==> config.mk <==
export PLATFORM = sky130hd
export DESIGN_NAME = can_cmd_parser
export DESIGN_NICKNAME = d
export VERILOG_FILES = /design/src/can_cmd_pkg.sv /design/src/can_cmd_parser.sv
export SDC_FILE = /design/constraint.sdc
export NUM_CORES = 1
export LEC_CHECK = 0
export BUFFER_PORTS_ARGS = -buffer_cell sky130_fd_sc_hd__buf_4
export CORE_ASPECT_RATIO = 1.2
export CORE_MARGIN = 2
export CORE_UTILIZATION = 45
export CTS_BUF_LIST = sky130_fd_sc_hd__clkbuf_8
export DETAILED_ROUTE_END_ITERATION = 7
export HOLD_SLACK_MARGIN = 0.05
export SETUP_SLACK_MARGIN = 0.15
export SLEW_MARGIN = 20
export SYNTH_ARGS = -nofsm -noshare
export SYNTH_HDL_FRONTEND = slang
export SYNTH_SLANG_ARGS = --single-unit
export TNS_END_PERCENT = 20
==> constraint.sdc <==
create_clock -name pclk -period 4.1 [get_ports pclk]
set_input_delay 0.205 -clock pclk [delete_from_list [all_inputs] [get_ports pclk]]
set_output_delay 0.205 -clock pclk [all_outputs]
set_load 0.1 [all_outputs]
==> src/can_cmd_pkg.sv <==
package can_cmd_pkg;
    // Characters
    localparam logic [7:0] CHAR_CR   = 8'h0d;
    localparam logic [7:0] CHAR_BELL = 8'h07;
    // Parser buffer: letter plus up to eight hex digits
    localparam int         BUF_LEN   = 9;
    localparam logic [3:0] BUF_LAST  = 4'h8;
    // Selector limits and reset values
    localparam logic [3:0] SEL_MAX        = 4'h8;
    localparam logic [3:0] BAUD_SEL_RESET = 4'h2;
    localparam logic [3:0] CAN_SEL_RESET  = 4'h8;
    // Acceptance reset values
    localparam logic [10:0] MASK_STD_RESET = 11'h000;
    localparam logic [28:0] MASK_EXT_RESET = 29'h0000_0000;
    localparam logic [10:0] FILT_STD_RESET = 11'h7ff;
    localparam logic [28:0] FILT_EXT_RESET = 29'h1fff_ffff;
    // Controller clock for raw bit timing
    localparam int CTRL_CLOCK_HZ = 24_000_000;
    // Core clock and indicator timing
    localparam int CLK_PERIOD_NS  = 5;
    localparam int FLASH_HALF_MS  = 250;
    localparam int FLASH_HALF_CYC = FLASH_HALF_MS * 1_000_000 / CLK_PERIOD_NS;
    // Help text length
    localparam logic [4:0] HELP_LEN = 5'h14;
    // Register byte offsets
    localparam logic [7:0] OFS_STATUS   = 8'h00;
    localparam logic [7:0] OFS_TIMING   = 8'h04;
    localparam logic [7:0] OFS_MASK_STD = 8'h08;
    localparam logic [7:0] OFS_FILT_STD = 8'h0c;
    localparam logic [7:0] OFS_MASK_EXT = 8'h10;
    localparam logic [7:0] OFS_FILT_EXT = 8'h14;
    localparam logic [7:0] OFS_LAST_ID  = 8'h18;

    typedef enum logic [3:0] {
        ST_IDLE  = 4'b0001,
        ST_EXEC  = 4'b0010,
        ST_HELP  = 4'b0100,
        ST_REPLY = 4'b1000
    } parse_state_t;
endpackage

==> src/can_cmd_parser.sv <==
// Chosen here: the APB register port and the address map.
`timescale 1ns/1ps
module can_cmd_parser #(
    parameter int unsigned FLASH_HALF = can_cmd_pkg::FLASH_HALF_CYC
) (
    input  wire logic        pclk,
    input  wire logic        presetn,
    // APB slave
    input  wire logic        psel,
    input  wire logic        penable,
    input  wire logic        pwrite,
    input  wire logic [7:0]  paddr,
    input  wire logic [31:0] pwdata,
    output logic      [31:0] prdata,
    output logic             pready,
    output logic             pslverr,
    // Characters from the UART receiver
    input  wire logic        rx_valid,
    input  wire logic [7:0]  rx_data,
    output logic             rx_ready,
    // Characters to the UART transmitter
    output logic             tx_valid,
    output logic      [7:0]  tx_data,
    input  wire logic        tx_ready,
    // Nonvolatile serial rate store
    input  wire logic        nv_valid,
    input  wire logic [3:0]  nv_baud_sel,
    output logic             nv_write,
    output logic      [3:0]  nv_wdata,
    // Configuration to UART and CAN controller
    output logic      [3:0]  baud_sel,
    output logic      [3:0]  can_rate_sel,
    output logic             can_timing_raw,
    output logic      [7:0]  bit_timing_config_first,
    output logic      [7:0]  bit_timing_config_second,
    output logic      [7:0]  bit_timing_config_third,
    output logic             cfg_update,
    // Received frames
    input  wire logic        frame_valid,
    input  wire logic        frame_ext,
    input  wire logic [28:0] frame_id,
    output logic             fwd_valid,
    output logic      [28:0] fwd_id,
    output logic             fwd_ext,
    // Error indicator, low when lit
    output logic             led_err_n
);
    can_cmd_pkg::parse_state_t state;
    logic [7:0]  cmd_buf [can_cmd_pkg::BUF_LEN];
    logic [3:0]  buf_cnt;
    logic        overflow;
    logic [7:0]  reply;
    logic [4:0]  help_idx;
    logic [10:0] mask_std;
    logic [28:0] mask_ext;
    logic [10:0] filt_std;
    logic [10:0] filt_std_q;
    logic [28:0] filt_ext;
    logic        boot_pending;
    logic        flash_start;
    logic [3:0]  flash_left;
    logic        flash_on;
    logic [31:0] flash_timer;

    function automatic logic [4:0] hex_nib(input logic [7:0] c);
        if (c >= 8'h30 && c <= 8'h39) begin
            hex_nib = {1'b0, c[3:0]};
        end else if ((c >= 8'h41 && c <= 8'h46) || (c >= 8'h61 && c <= 8'h66)) begin
            hex_nib = {1'b0, c[3:0] + 4'h9};
        end else begin
            hex_nib = 5'h10;
        end
    endfunction

    function automatic logic [7:0] help_char(input logic [4:0] i);
        unique case (i)
            5'h00: help_char = "O";
            5'h01: help_char = "C";
            5'h02: help_char = "t";
            5'h03: help_char = "T";
            5'h04: help_char = "F";
            5'h05: help_char = "V";
            5'h06: help_char = "N";
            5'h07: help_char = "Z";
            5'h08: help_char = "S";
            5'h09: help_char = "s";
            5'h0a: help_char = "m";
            5'h0b: help_char = "M";
            5'h0c: help_char = "B";
            5'h0d: help_char = "L";
            5'h0e: help_char = "E";
            5'h0f: help_char = "R";
            5'h10: help_char = "U";
            5'h11: help_char = "H";
            5'h12: help_char = "h";
            default: help_char = "?";
        endcase
    endfunction

    // Parameter decode
    logic [7:0]  letter;
    logic [3:0]  nargs;
    logic [31:0] acc8;
    logic [11:0] acc3;
    logic [23:0] acc6;
    logic        bad3;
    logic        bad6;
    logic        bad8;
    logic [4:0]  nib;
    logic [3:0]  digit;
    logic        digit_ok;
    always_comb begin
        letter = cmd_buf[0];
        nargs  = buf_cnt - 4'h1;
        acc8   = 32'h0000_0000;
        bad3   = 1'b0;
        bad6   = 1'b0;
        bad8   = 1'b0;
        for (int k = 1; k < can_cmd_pkg::BUF_LEN; k++) begin
            nib  = hex_nib(cmd_buf[k]);
            acc8 = {acc8[27:0], nib[3:0]};
            bad8 = bad8 | nib[4];
            if (k <= 3) begin
                bad3 = bad3 | nib[4];
            end
            if (k <= 6) begin
                bad6 = bad6 | nib[4];
            end
        end
        acc3     = acc8[31:20];
        acc6     = acc8[31:8];
        nib      = hex_nib(cmd_buf[1]);
        digit    = nib[3:0];
        digit_ok = (nargs == 4'h1) && !nib[4] && (digit <= can_cmd_pkg::SEL_MAX);
    end

    logic arg_std;
    logic arg_ext;
    assign arg_std = (nargs == 4'h3) && !bad3 && (acc3[11:11] == 1'b0);
    assign arg_ext = (nargs == 4'h8) && !bad8 && (acc8[31:29] == 3'h0);

    // Outcome of the buffered command
    logic ok_u;
    logic ok_s;
    logic ok_raw;
    logic ok_m;
    logic ok_f;
    logic ok_help;
    logic ok_rst;
    logic exec_ok;
    assign ok_u    = !overflow && letter == "U" && digit_ok;
    assign ok_s    = !overflow && letter == "S" && digit_ok;
    assign ok_raw  = !overflow && letter == "s" && nargs == 4'h6 && !bad6;
    assign ok_m    = !overflow && letter == "m" && (arg_std || arg_ext);
    assign ok_f    = !overflow && letter == "M" && (arg_std || arg_ext);
    assign ok_help = !overflow && nargs == 4'h0
                     && (letter == "H" || letter == "h" || letter == "?");
    assign ok_rst  = !overflow && nargs == 4'h0 && letter == "R";
    assign exec_ok = ok_u | ok_s | ok_raw | ok_m | ok_f | ok_help | ok_rst;

    logic exec;
    assign exec = state == can_cmd_pkg::ST_EXEC;

    // Input side: buffer until CR, never echo
    assign rx_ready = state == can_cmd_pkg::ST_IDLE;
    logic rx_take;
    assign rx_take = rx_valid && rx_ready;

    always_ff @(posedge pclk or negedge presetn) begin
        if (!presetn) begin
            buf_cnt  <= 4'h0;
            overflow <= 1'b0;
            for (int k = 0; k < can_cmd_pkg::BUF_LEN; k++) begin
                cmd_buf[k] <= 8'h00;
            end
        end else if (exec) begin
            buf_cnt  <= 4'h0;
            overflow <= 1'b0;
        end else if (rx_take && rx_data != can_cmd_pkg::CHAR_CR) begin
            if (buf_cnt > can_cmd_pkg::BUF_LAST) begin
                overflow <= 1'b1;
            end else begin
                cmd_buf[buf_cnt] <= rx_data;
                buf_cnt          <= buf_cnt + 4'h1;
            end
        end
    end

    // Command sequencer
    always_ff @(posedge pclk or negedge presetn) begin
        if (!presetn) begin
            state    <= can_cmd_pkg::ST_IDLE;
            reply    <= 8'h00;
            help_idx <= 5'h00;
        end else begin
            unique case (state)
                can_cmd_pkg::ST_IDLE: begin
                    if (rx_take && rx_data == can_cmd_pkg::CHAR_CR) begin
                        state <= can_cmd_pkg::ST_EXEC;
                    end
                end
                can_cmd_pkg::ST_EXEC: begin
                    help_idx <= 5'h00;
                    reply    <= exec_ok ? can_cmd_pkg::CHAR_CR
                                        : can_cmd_pkg::CHAR_BELL;
                    state    <= ok_help ? can_cmd_pkg::ST_HELP : can_cmd_pkg::ST_REPLY;
                end
                can_cmd_pkg::ST_HELP: begin
                    if (tx_ready) begin
                        if (help_idx == can_cmd_pkg::HELP_LEN - 5'h01) begin
                            state <= can_cmd_pkg::ST_REPLY;
                        end
                        help_idx <= help_idx + 5'h01;
                    end
                end
                can_cmd_pkg::ST_REPLY: begin
                    if (tx_ready) begin
                        state <= can_cmd_pkg::ST_IDLE;
                    end
                end
            endcase
        end
    end

    // Only defined responses reach the transmitter
    always_comb begin
        tx_valid = 1'b0;
        tx_data  = 8'h00;
        if (state == can_cmd_pkg::ST_HELP) begin
            tx_valid = 1'b1;
            tx_data  = help_char(help_idx);
        end else if (state == can_cmd_pkg::ST_REPLY) begin
            tx_valid = 1'b1;
            tx_data  = reply;
        end
    end

    // Serial rate, caught from the store after reset release
    always_ff @(posedge pclk or negedge presetn) begin
        if (!presetn) begin
            baud_sel     <= can_cmd_pkg::BAUD_SEL_RESET;
            boot_pending <= 1'b1;
            nv_write     <= 1'b0;
            nv_wdata     <= can_cmd_pkg::BAUD_SEL_RESET;
        end else begin
            boot_pending <= 1'b0;
            nv_write     <= exec && ok_u;
            if (boot_pending && nv_valid && nv_baud_sel <= can_cmd_pkg::SEL_MAX) begin
                baud_sel <= nv_baud_sel;
            end else if (exec && ok_u) begin
                baud_sel <= digit;
                nv_wdata <= digit;
            end
        end
    end

    // CAN bit rate, separate from serial rate
    always_ff @(posedge pclk or negedge presetn) begin
        if (!presetn) begin
            can_rate_sel             <= can_cmd_pkg::CAN_SEL_RESET;
            can_timing_raw           <= 1'b0;
            bit_timing_config_first  <= 8'h00;
            bit_timing_config_second <= 8'h00;
            bit_timing_config_third  <= 8'h00;
        end else if (exec && (ok_s || ok_rst)) begin
            can_rate_sel   <= ok_s ? digit : can_cmd_pkg::CAN_SEL_RESET;
            can_timing_raw <= 1'b0;
        end else if (exec && ok_raw) begin
            can_timing_raw           <= 1'b1;
            bit_timing_config_first  <= acc6[23:16];
            bit_timing_config_second <= acc6[15:8];
            bit_timing_config_third  <= acc6[7:0];
        end else if (psel && penable && pwrite && paddr == can_cmd_pkg::OFS_TIMING) begin
            can_timing_raw           <= 1'b1;
            bit_timing_config_first  <= pwdata[23:16];
            bit_timing_config_second <= pwdata[15:8];
            bit_timing_config_third  <= pwdata[7:0];
        end
    end

    // Settings change only; channel open state is left as it was
    always_ff @(posedge pclk or negedge presetn) begin
        if (!presetn) begin
            cfg_update <= 1'b0;
        end else begin
            cfg_update <= exec && (ok_s || ok_raw || ok_m || ok_f);
        end
    end

    // Acceptance mask and filter
    logic apb_wr;
    assign apb_wr = psel && penable && pwrite;
    always_ff @(posedge pclk or negedge presetn) begin
        if (!presetn) begin
            mask_std <= can_cmd_pkg::MASK_STD_RESET;
            mask_ext <= can_cmd_pkg::MASK_EXT_RESET;
            filt_std <= can_cmd_pkg::FILT_STD_RESET;
            filt_ext <= can_cmd_pkg::FILT_EXT_RESET;
        end else if (exec && ok_m) begin
            if (arg_std) begin
                mask_std <= acc3[10:0];
            end else begin
                mask_ext <= acc8[28:0];
            end
        end else if (exec && ok_f) begin
            if (arg_std) begin
                filt_std <= acc3[10:0];
            end else begin
                filt_ext <= acc8[28:0];
            end
        end else if (apb_wr) begin
            if (paddr == can_cmd_pkg::OFS_MASK_STD) begin
                mask_std <= pwdata[10:0];
            end
            if (paddr == can_cmd_pkg::OFS_FILT_STD) begin
                filt_std <= pwdata[10:0];
            end
            if (paddr == can_cmd_pkg::OFS_MASK_EXT) begin
                mask_ext <= pwdata[28:0];
            end
            if (paddr == can_cmd_pkg::OFS_FILT_EXT) begin
                filt_ext <= pwdata[28:0];
            end
        end
    end
    assign filt_std_q = filt_std;

    // Frame acceptance and forwarding
    logic accept;
    always_comb begin
        if (frame_ext) begin
            accept = ((frame_id ^ filt_ext) & mask_ext) == 29'h0000_0000;
        end else begin
            accept = ((frame_id[10:0] ^ filt_std_q) & mask_std) == 11'h000;
        end
    end
    always_ff @(posedge pclk or negedge presetn) begin
        if (!presetn) begin
            fwd_valid <= 1'b0;
            fwd_id    <= 29'h0000_0000;
            fwd_ext   <= 1'b0;
        end else begin
            fwd_valid <= frame_valid && accept;
            if (frame_valid && accept) begin
                fwd_id  <= frame_ext ? frame_id : {18'h0_0000, frame_id[10:0]};
                fwd_ext <= frame_ext;
            end
        end
    end

    // Error indicator flashes selector plus one times
    assign flash_start = boot_pending || (exec && ok_rst);
    always_ff @(posedge pclk or negedge presetn) begin
        if (!presetn) begin
            flash_left  <= 4'h0;
            flash_on    <= 1'b0;
            flash_timer <= 32'h0000_0000;
        end else if (flash_start) begin
            flash_left  <= (boot_pending && nv_valid && nv_baud_sel <= can_cmd_pkg::SEL_MAX)
                           ? nv_baud_sel + 4'h1 : baud_sel + 4'h1;
            flash_on    <= 1'b0;
            flash_timer <= 32'h0000_0000;
        end else if (flash_left != 4'h0) begin
            if (flash_timer == FLASH_HALF - 1) begin
                flash_timer <= 32'h0000_0000;
                flash_on    <= !flash_on;
                if (flash_on) begin
                    flash_left <= flash_left - 4'h1;
                end
            end else begin
                flash_timer <= flash_timer + 32'h0000_0001;
            end
        end
    end
    assign led_err_n = !flash_on;

    // APB slave, zero wait states
    logic mapped;
    assign mapped  = paddr <= can_cmd_pkg::OFS_LAST_ID && paddr[1:0] == 2'h0;
    assign pready  = 1'b1;
    assign pslverr = psel && penable && !mapped;
    always_ff @(posedge pclk or negedge presetn) begin
        if (!presetn) begin
            prdata <= 32'h0000_0000;
        end else if (psel && !penable && !pwrite) begin
            unique case (paddr)
                can_cmd_pkg::OFS_STATUS:   prdata <= {18'h0_0000, flash_left != 4'h0,
                                                      can_timing_raw, can_rate_sel,
                                                      baud_sel, state};
                can_cmd_pkg::OFS_TIMING:   prdata <= {8'h00, bit_timing_config_first,
                                                      bit_timing_config_second,
                                                      bit_timing_config_third};
                can_cmd_pkg::OFS_MASK_STD: prdata <= {21'h00_0000, mask_std};
                can_cmd_pkg::OFS_FILT_STD: prdata <= {21'h00_0000, filt_std};
                can_cmd_pkg::OFS_MASK_EXT: prdata <= {3'h0, mask_ext};
                can_cmd_pkg::OFS_FILT_EXT: prdata <= {3'h0, filt_ext};
                can_cmd_pkg::OFS_LAST_ID:  prdata <= {2'h0, fwd_ext, fwd_id};
                default:                   prdata <= 32'h0000_0000;
            endcase
        end
    end
endmodule

==> impl_metrics.yaml <==
sta:
  hold_ws_ps: 92.6
  report.final.setup_viol: 0
  finalSetupTns_ps: 0
  period_share: 0.917
  rsz0062_at_grt: "no"
  relSlewSlack: 0.226
  max_clock_freq_mhz: 266
  worstMarginPinSlew_ps: 1150
  fin_skew_ps: 38.3
  hold_viol: 0
  maxSlewViolCount: 0
  min_period_ps: 3760
placed_design:
  place_hpwl_mm: 40.2
  dp_cells: 2306
  port_buffers: 198
  place_area_um2: 19900
  place_congestion: 0.887
synthesis:
  syn_avg_cell_area_um2: 10.9
  netlist_area_um2: 17600
  yosys.cell_types.count: 89
  async_flop_share: 1.00
  synth_ff_type: "dfrtp_1"
  ys_seq_area_frac: 0.440
  synthTopCellsByCount: "262 x dfrtp_1, 260 x mux2_2, 140 x nand2_1, 104 x o21ai_0, 65 x nor2_1"
  syn_inst: 1615
  yosysMostFrequentCell: "dfrtp_1"
  synth.area.top_cells: "dfrtp_1 37%, mux2_2 17%, dfstp_2 6.7%, nand2_1 3.0%, o21ai_0 3.0%"
  netlist.area_leader.share: 0.373
  yosys.area.top_type: "dfrtp_1"
  yosysWarningCount: 0
  synth_enable_flop_cells: 0
  synth-seq-cells: 307
worst_hold_path:
  hold_class: "in2reg"
pwr:
  p_switching_w: 0.00290
  intPower_w: 0.00544
  comb_power_share: 0.233
  seq_power_share: 0.426
  peakVddDrop_mv: 0.460
  switching_share: 0.348
  power_w: 0.00834
  powerDensity_nw_per_um2: 385
  p_clk_frac: 0.341
  p_leak_nw: 9.66
finish:
  fillers: 3354
  finalNonFillerCells: 2479
  nets: 2039
  stdcell_area_um2: 21700
  areaGrowthSynthToFinish_pct: 23.1
  drive_above_1_share: 0.352
floorplanning:
  core_um2: 38600
  pin_count: 206
  fp-row-count: 79
  start_util: 0.455
  die_y_um: 221
  fp.dieW_um: 185
  die-area_um2: 40700
setup_path:
  worst_ep_arrival_time_ps: 4240
  rrSetupSlack_ps: 340
  startpoint_type: "flop"
  path_max_fanout: 18
  cp-end-kind: "flop"
  critPathRequiredTime_ps: 4590
  crit_type: "reg2reg"
clocking:
  cts_sinks: 307
  postCtsSetupBuffers: 0
  cts_resized: 0
  htree_levels: 2
  cts_tree: "yes"
  clk_latency_ps: 620
  cts_buffers: 52
  path_clk_slew_ps: 60
  cts_max_path_buffers: 3
  clock-root-buffer: "clkbuf_8"
global_routing:
  grt_overflow_total: 0
  grt_start_max_net_pins: 99
  grt_usage: 0.283
  grt_pass1_vias: 14429
  grt_pass1_wl_mm: 87.1
  antenna_found_initial: 3
status:
  status: "finished, final reports clean"
drt:
  initialDrtViolationCount: 988
  post_drt_wl_per_cell_um: 23.0
  drt_pass1_iterations: 6
  drt_wl_total_mm: 57.0
  drc: 0
  routed_via_density: 5.77
  drtAntennaViolNets: 0
  vias: 14301
job:
  drv_cap: 0
==> power groups by stage <==
stage	logic [W]	clock network [W]	registers [W]
6_report	0.00194	0.00284	0.00356
5_1_grt	0.00207	0.00304	0.00359
4_1_cts	0.00194	0.00289	0.00355
3_5_place_dp	0.00188	0	0.00360
3_3_place_gp	0.00185	0	0.00359
2_1_floorplan	0.000876	0	0.00398
==> registers in the layout (all words and copies together), names as in the netlist, 5 cells and up <==
name / count
letter: 8
mask_std: 11
bit_timing_config_second: 8
filt_ext: 29
prdata: 30
flash_timer: 32
filt_std: 11
help_idx: 5
bit_timing_config_third: 8
bit_timing_config_first: 8
cmd_buf: 64
mask_ext: 29
fwd_id: 29
==> layer usage <==
metal	vias to the layer above	wire length (µm)	global-route usage
met2	459	28000	0.488
met3	118	3200	0.0481
li1	6546	-	-
met5	-	26	0
met4	4	2140	0.107
met1	7174	23700	0.354
==> path summary, 6_finish.rpt <==
kind | start | endpoint | cells after the start
max | cmd_buf[7] | mask_ext[7] | 8
min | frame_ext | fwd_ext | 4
max reg2reg | cmd_buf[7] | mask_ext[7] | 8
min reg2reg | prdata[19] | prdata[19] | 2
max in group asynchronous | presetn | overflow | 3
min in group asynchronous | presetn | fwd_valid | 2
==> final cells by class <==
class	instances	area, µm²	area share
clock inverter	31	158	0.00728
timing repair buffer	317	2660	0.123
antenna	2	5.00	0.000231
multi-input combinational	1166	9290	0.429
tap	526	658	0.0304
clock buffer	67	922	0.0426
sequential	307	7740	0.357
inverter	63	236	0.0109
==> worst max-delay path, cell delays in order, from the launching register on <==
cell and delay [ps]:
dfrtp_1 380, or4b_1 550, a311oi_1 470, nor2_1 180, or4_4 560, or3_4 390
o22ai_4 480, buf_12 260, mux2_2 350
==> timing repair <==
| action | in CTS | in global routing |
|---|---|---|
| hold buffers | 73 | 0 |
| endpoints found under the hold margin | 289 | 0 |
| setup endpoints to repair | 0 | 12 |
==> cell families after synthesis <==
logic type	synth area share
buf+inv	0.0360
flops	0.440
simple gates	0.113
xor+xnor	0.0299
mux	0.213
fa+ha+maj	0.0292
other cells	0.000427
compound gates	0.139
==> cell usage in the layout, fill, tap and decap left out, drive strengths merged, types with 11 or more instances in the layout <==
master / count
and3: 22
nor4b: 13
nand3: 42
dfstp: 45
buf: 244
clkbuf: 67
nor3: 17
a21oi: 49
ha: 41
nor2: 65
nor2b: 11
a22o: 24
a22oi: 18
a221oi: 19
nand2b: 14
dlygate4sd3: 73
o22ai: 11
mux2: 289
nand2: 141
o2bb2ai: 19
o31ai: 13
dfrtp: 262
xor2: 52
nand4: 12
o211ai: 14
mux2i: 22
o21ai: 106
inv: 87
nor4: 11
==> through the flow <==
stage                      util  setup slack (ps)
after CTS                 0.561               312
after global routing      0.561               150
final                     0.561               341
after detailed placement  0.514               308
after floorplan               -               238
after global placement    0.514               377
Note: power is estimated with default switching activity, not from simulation.
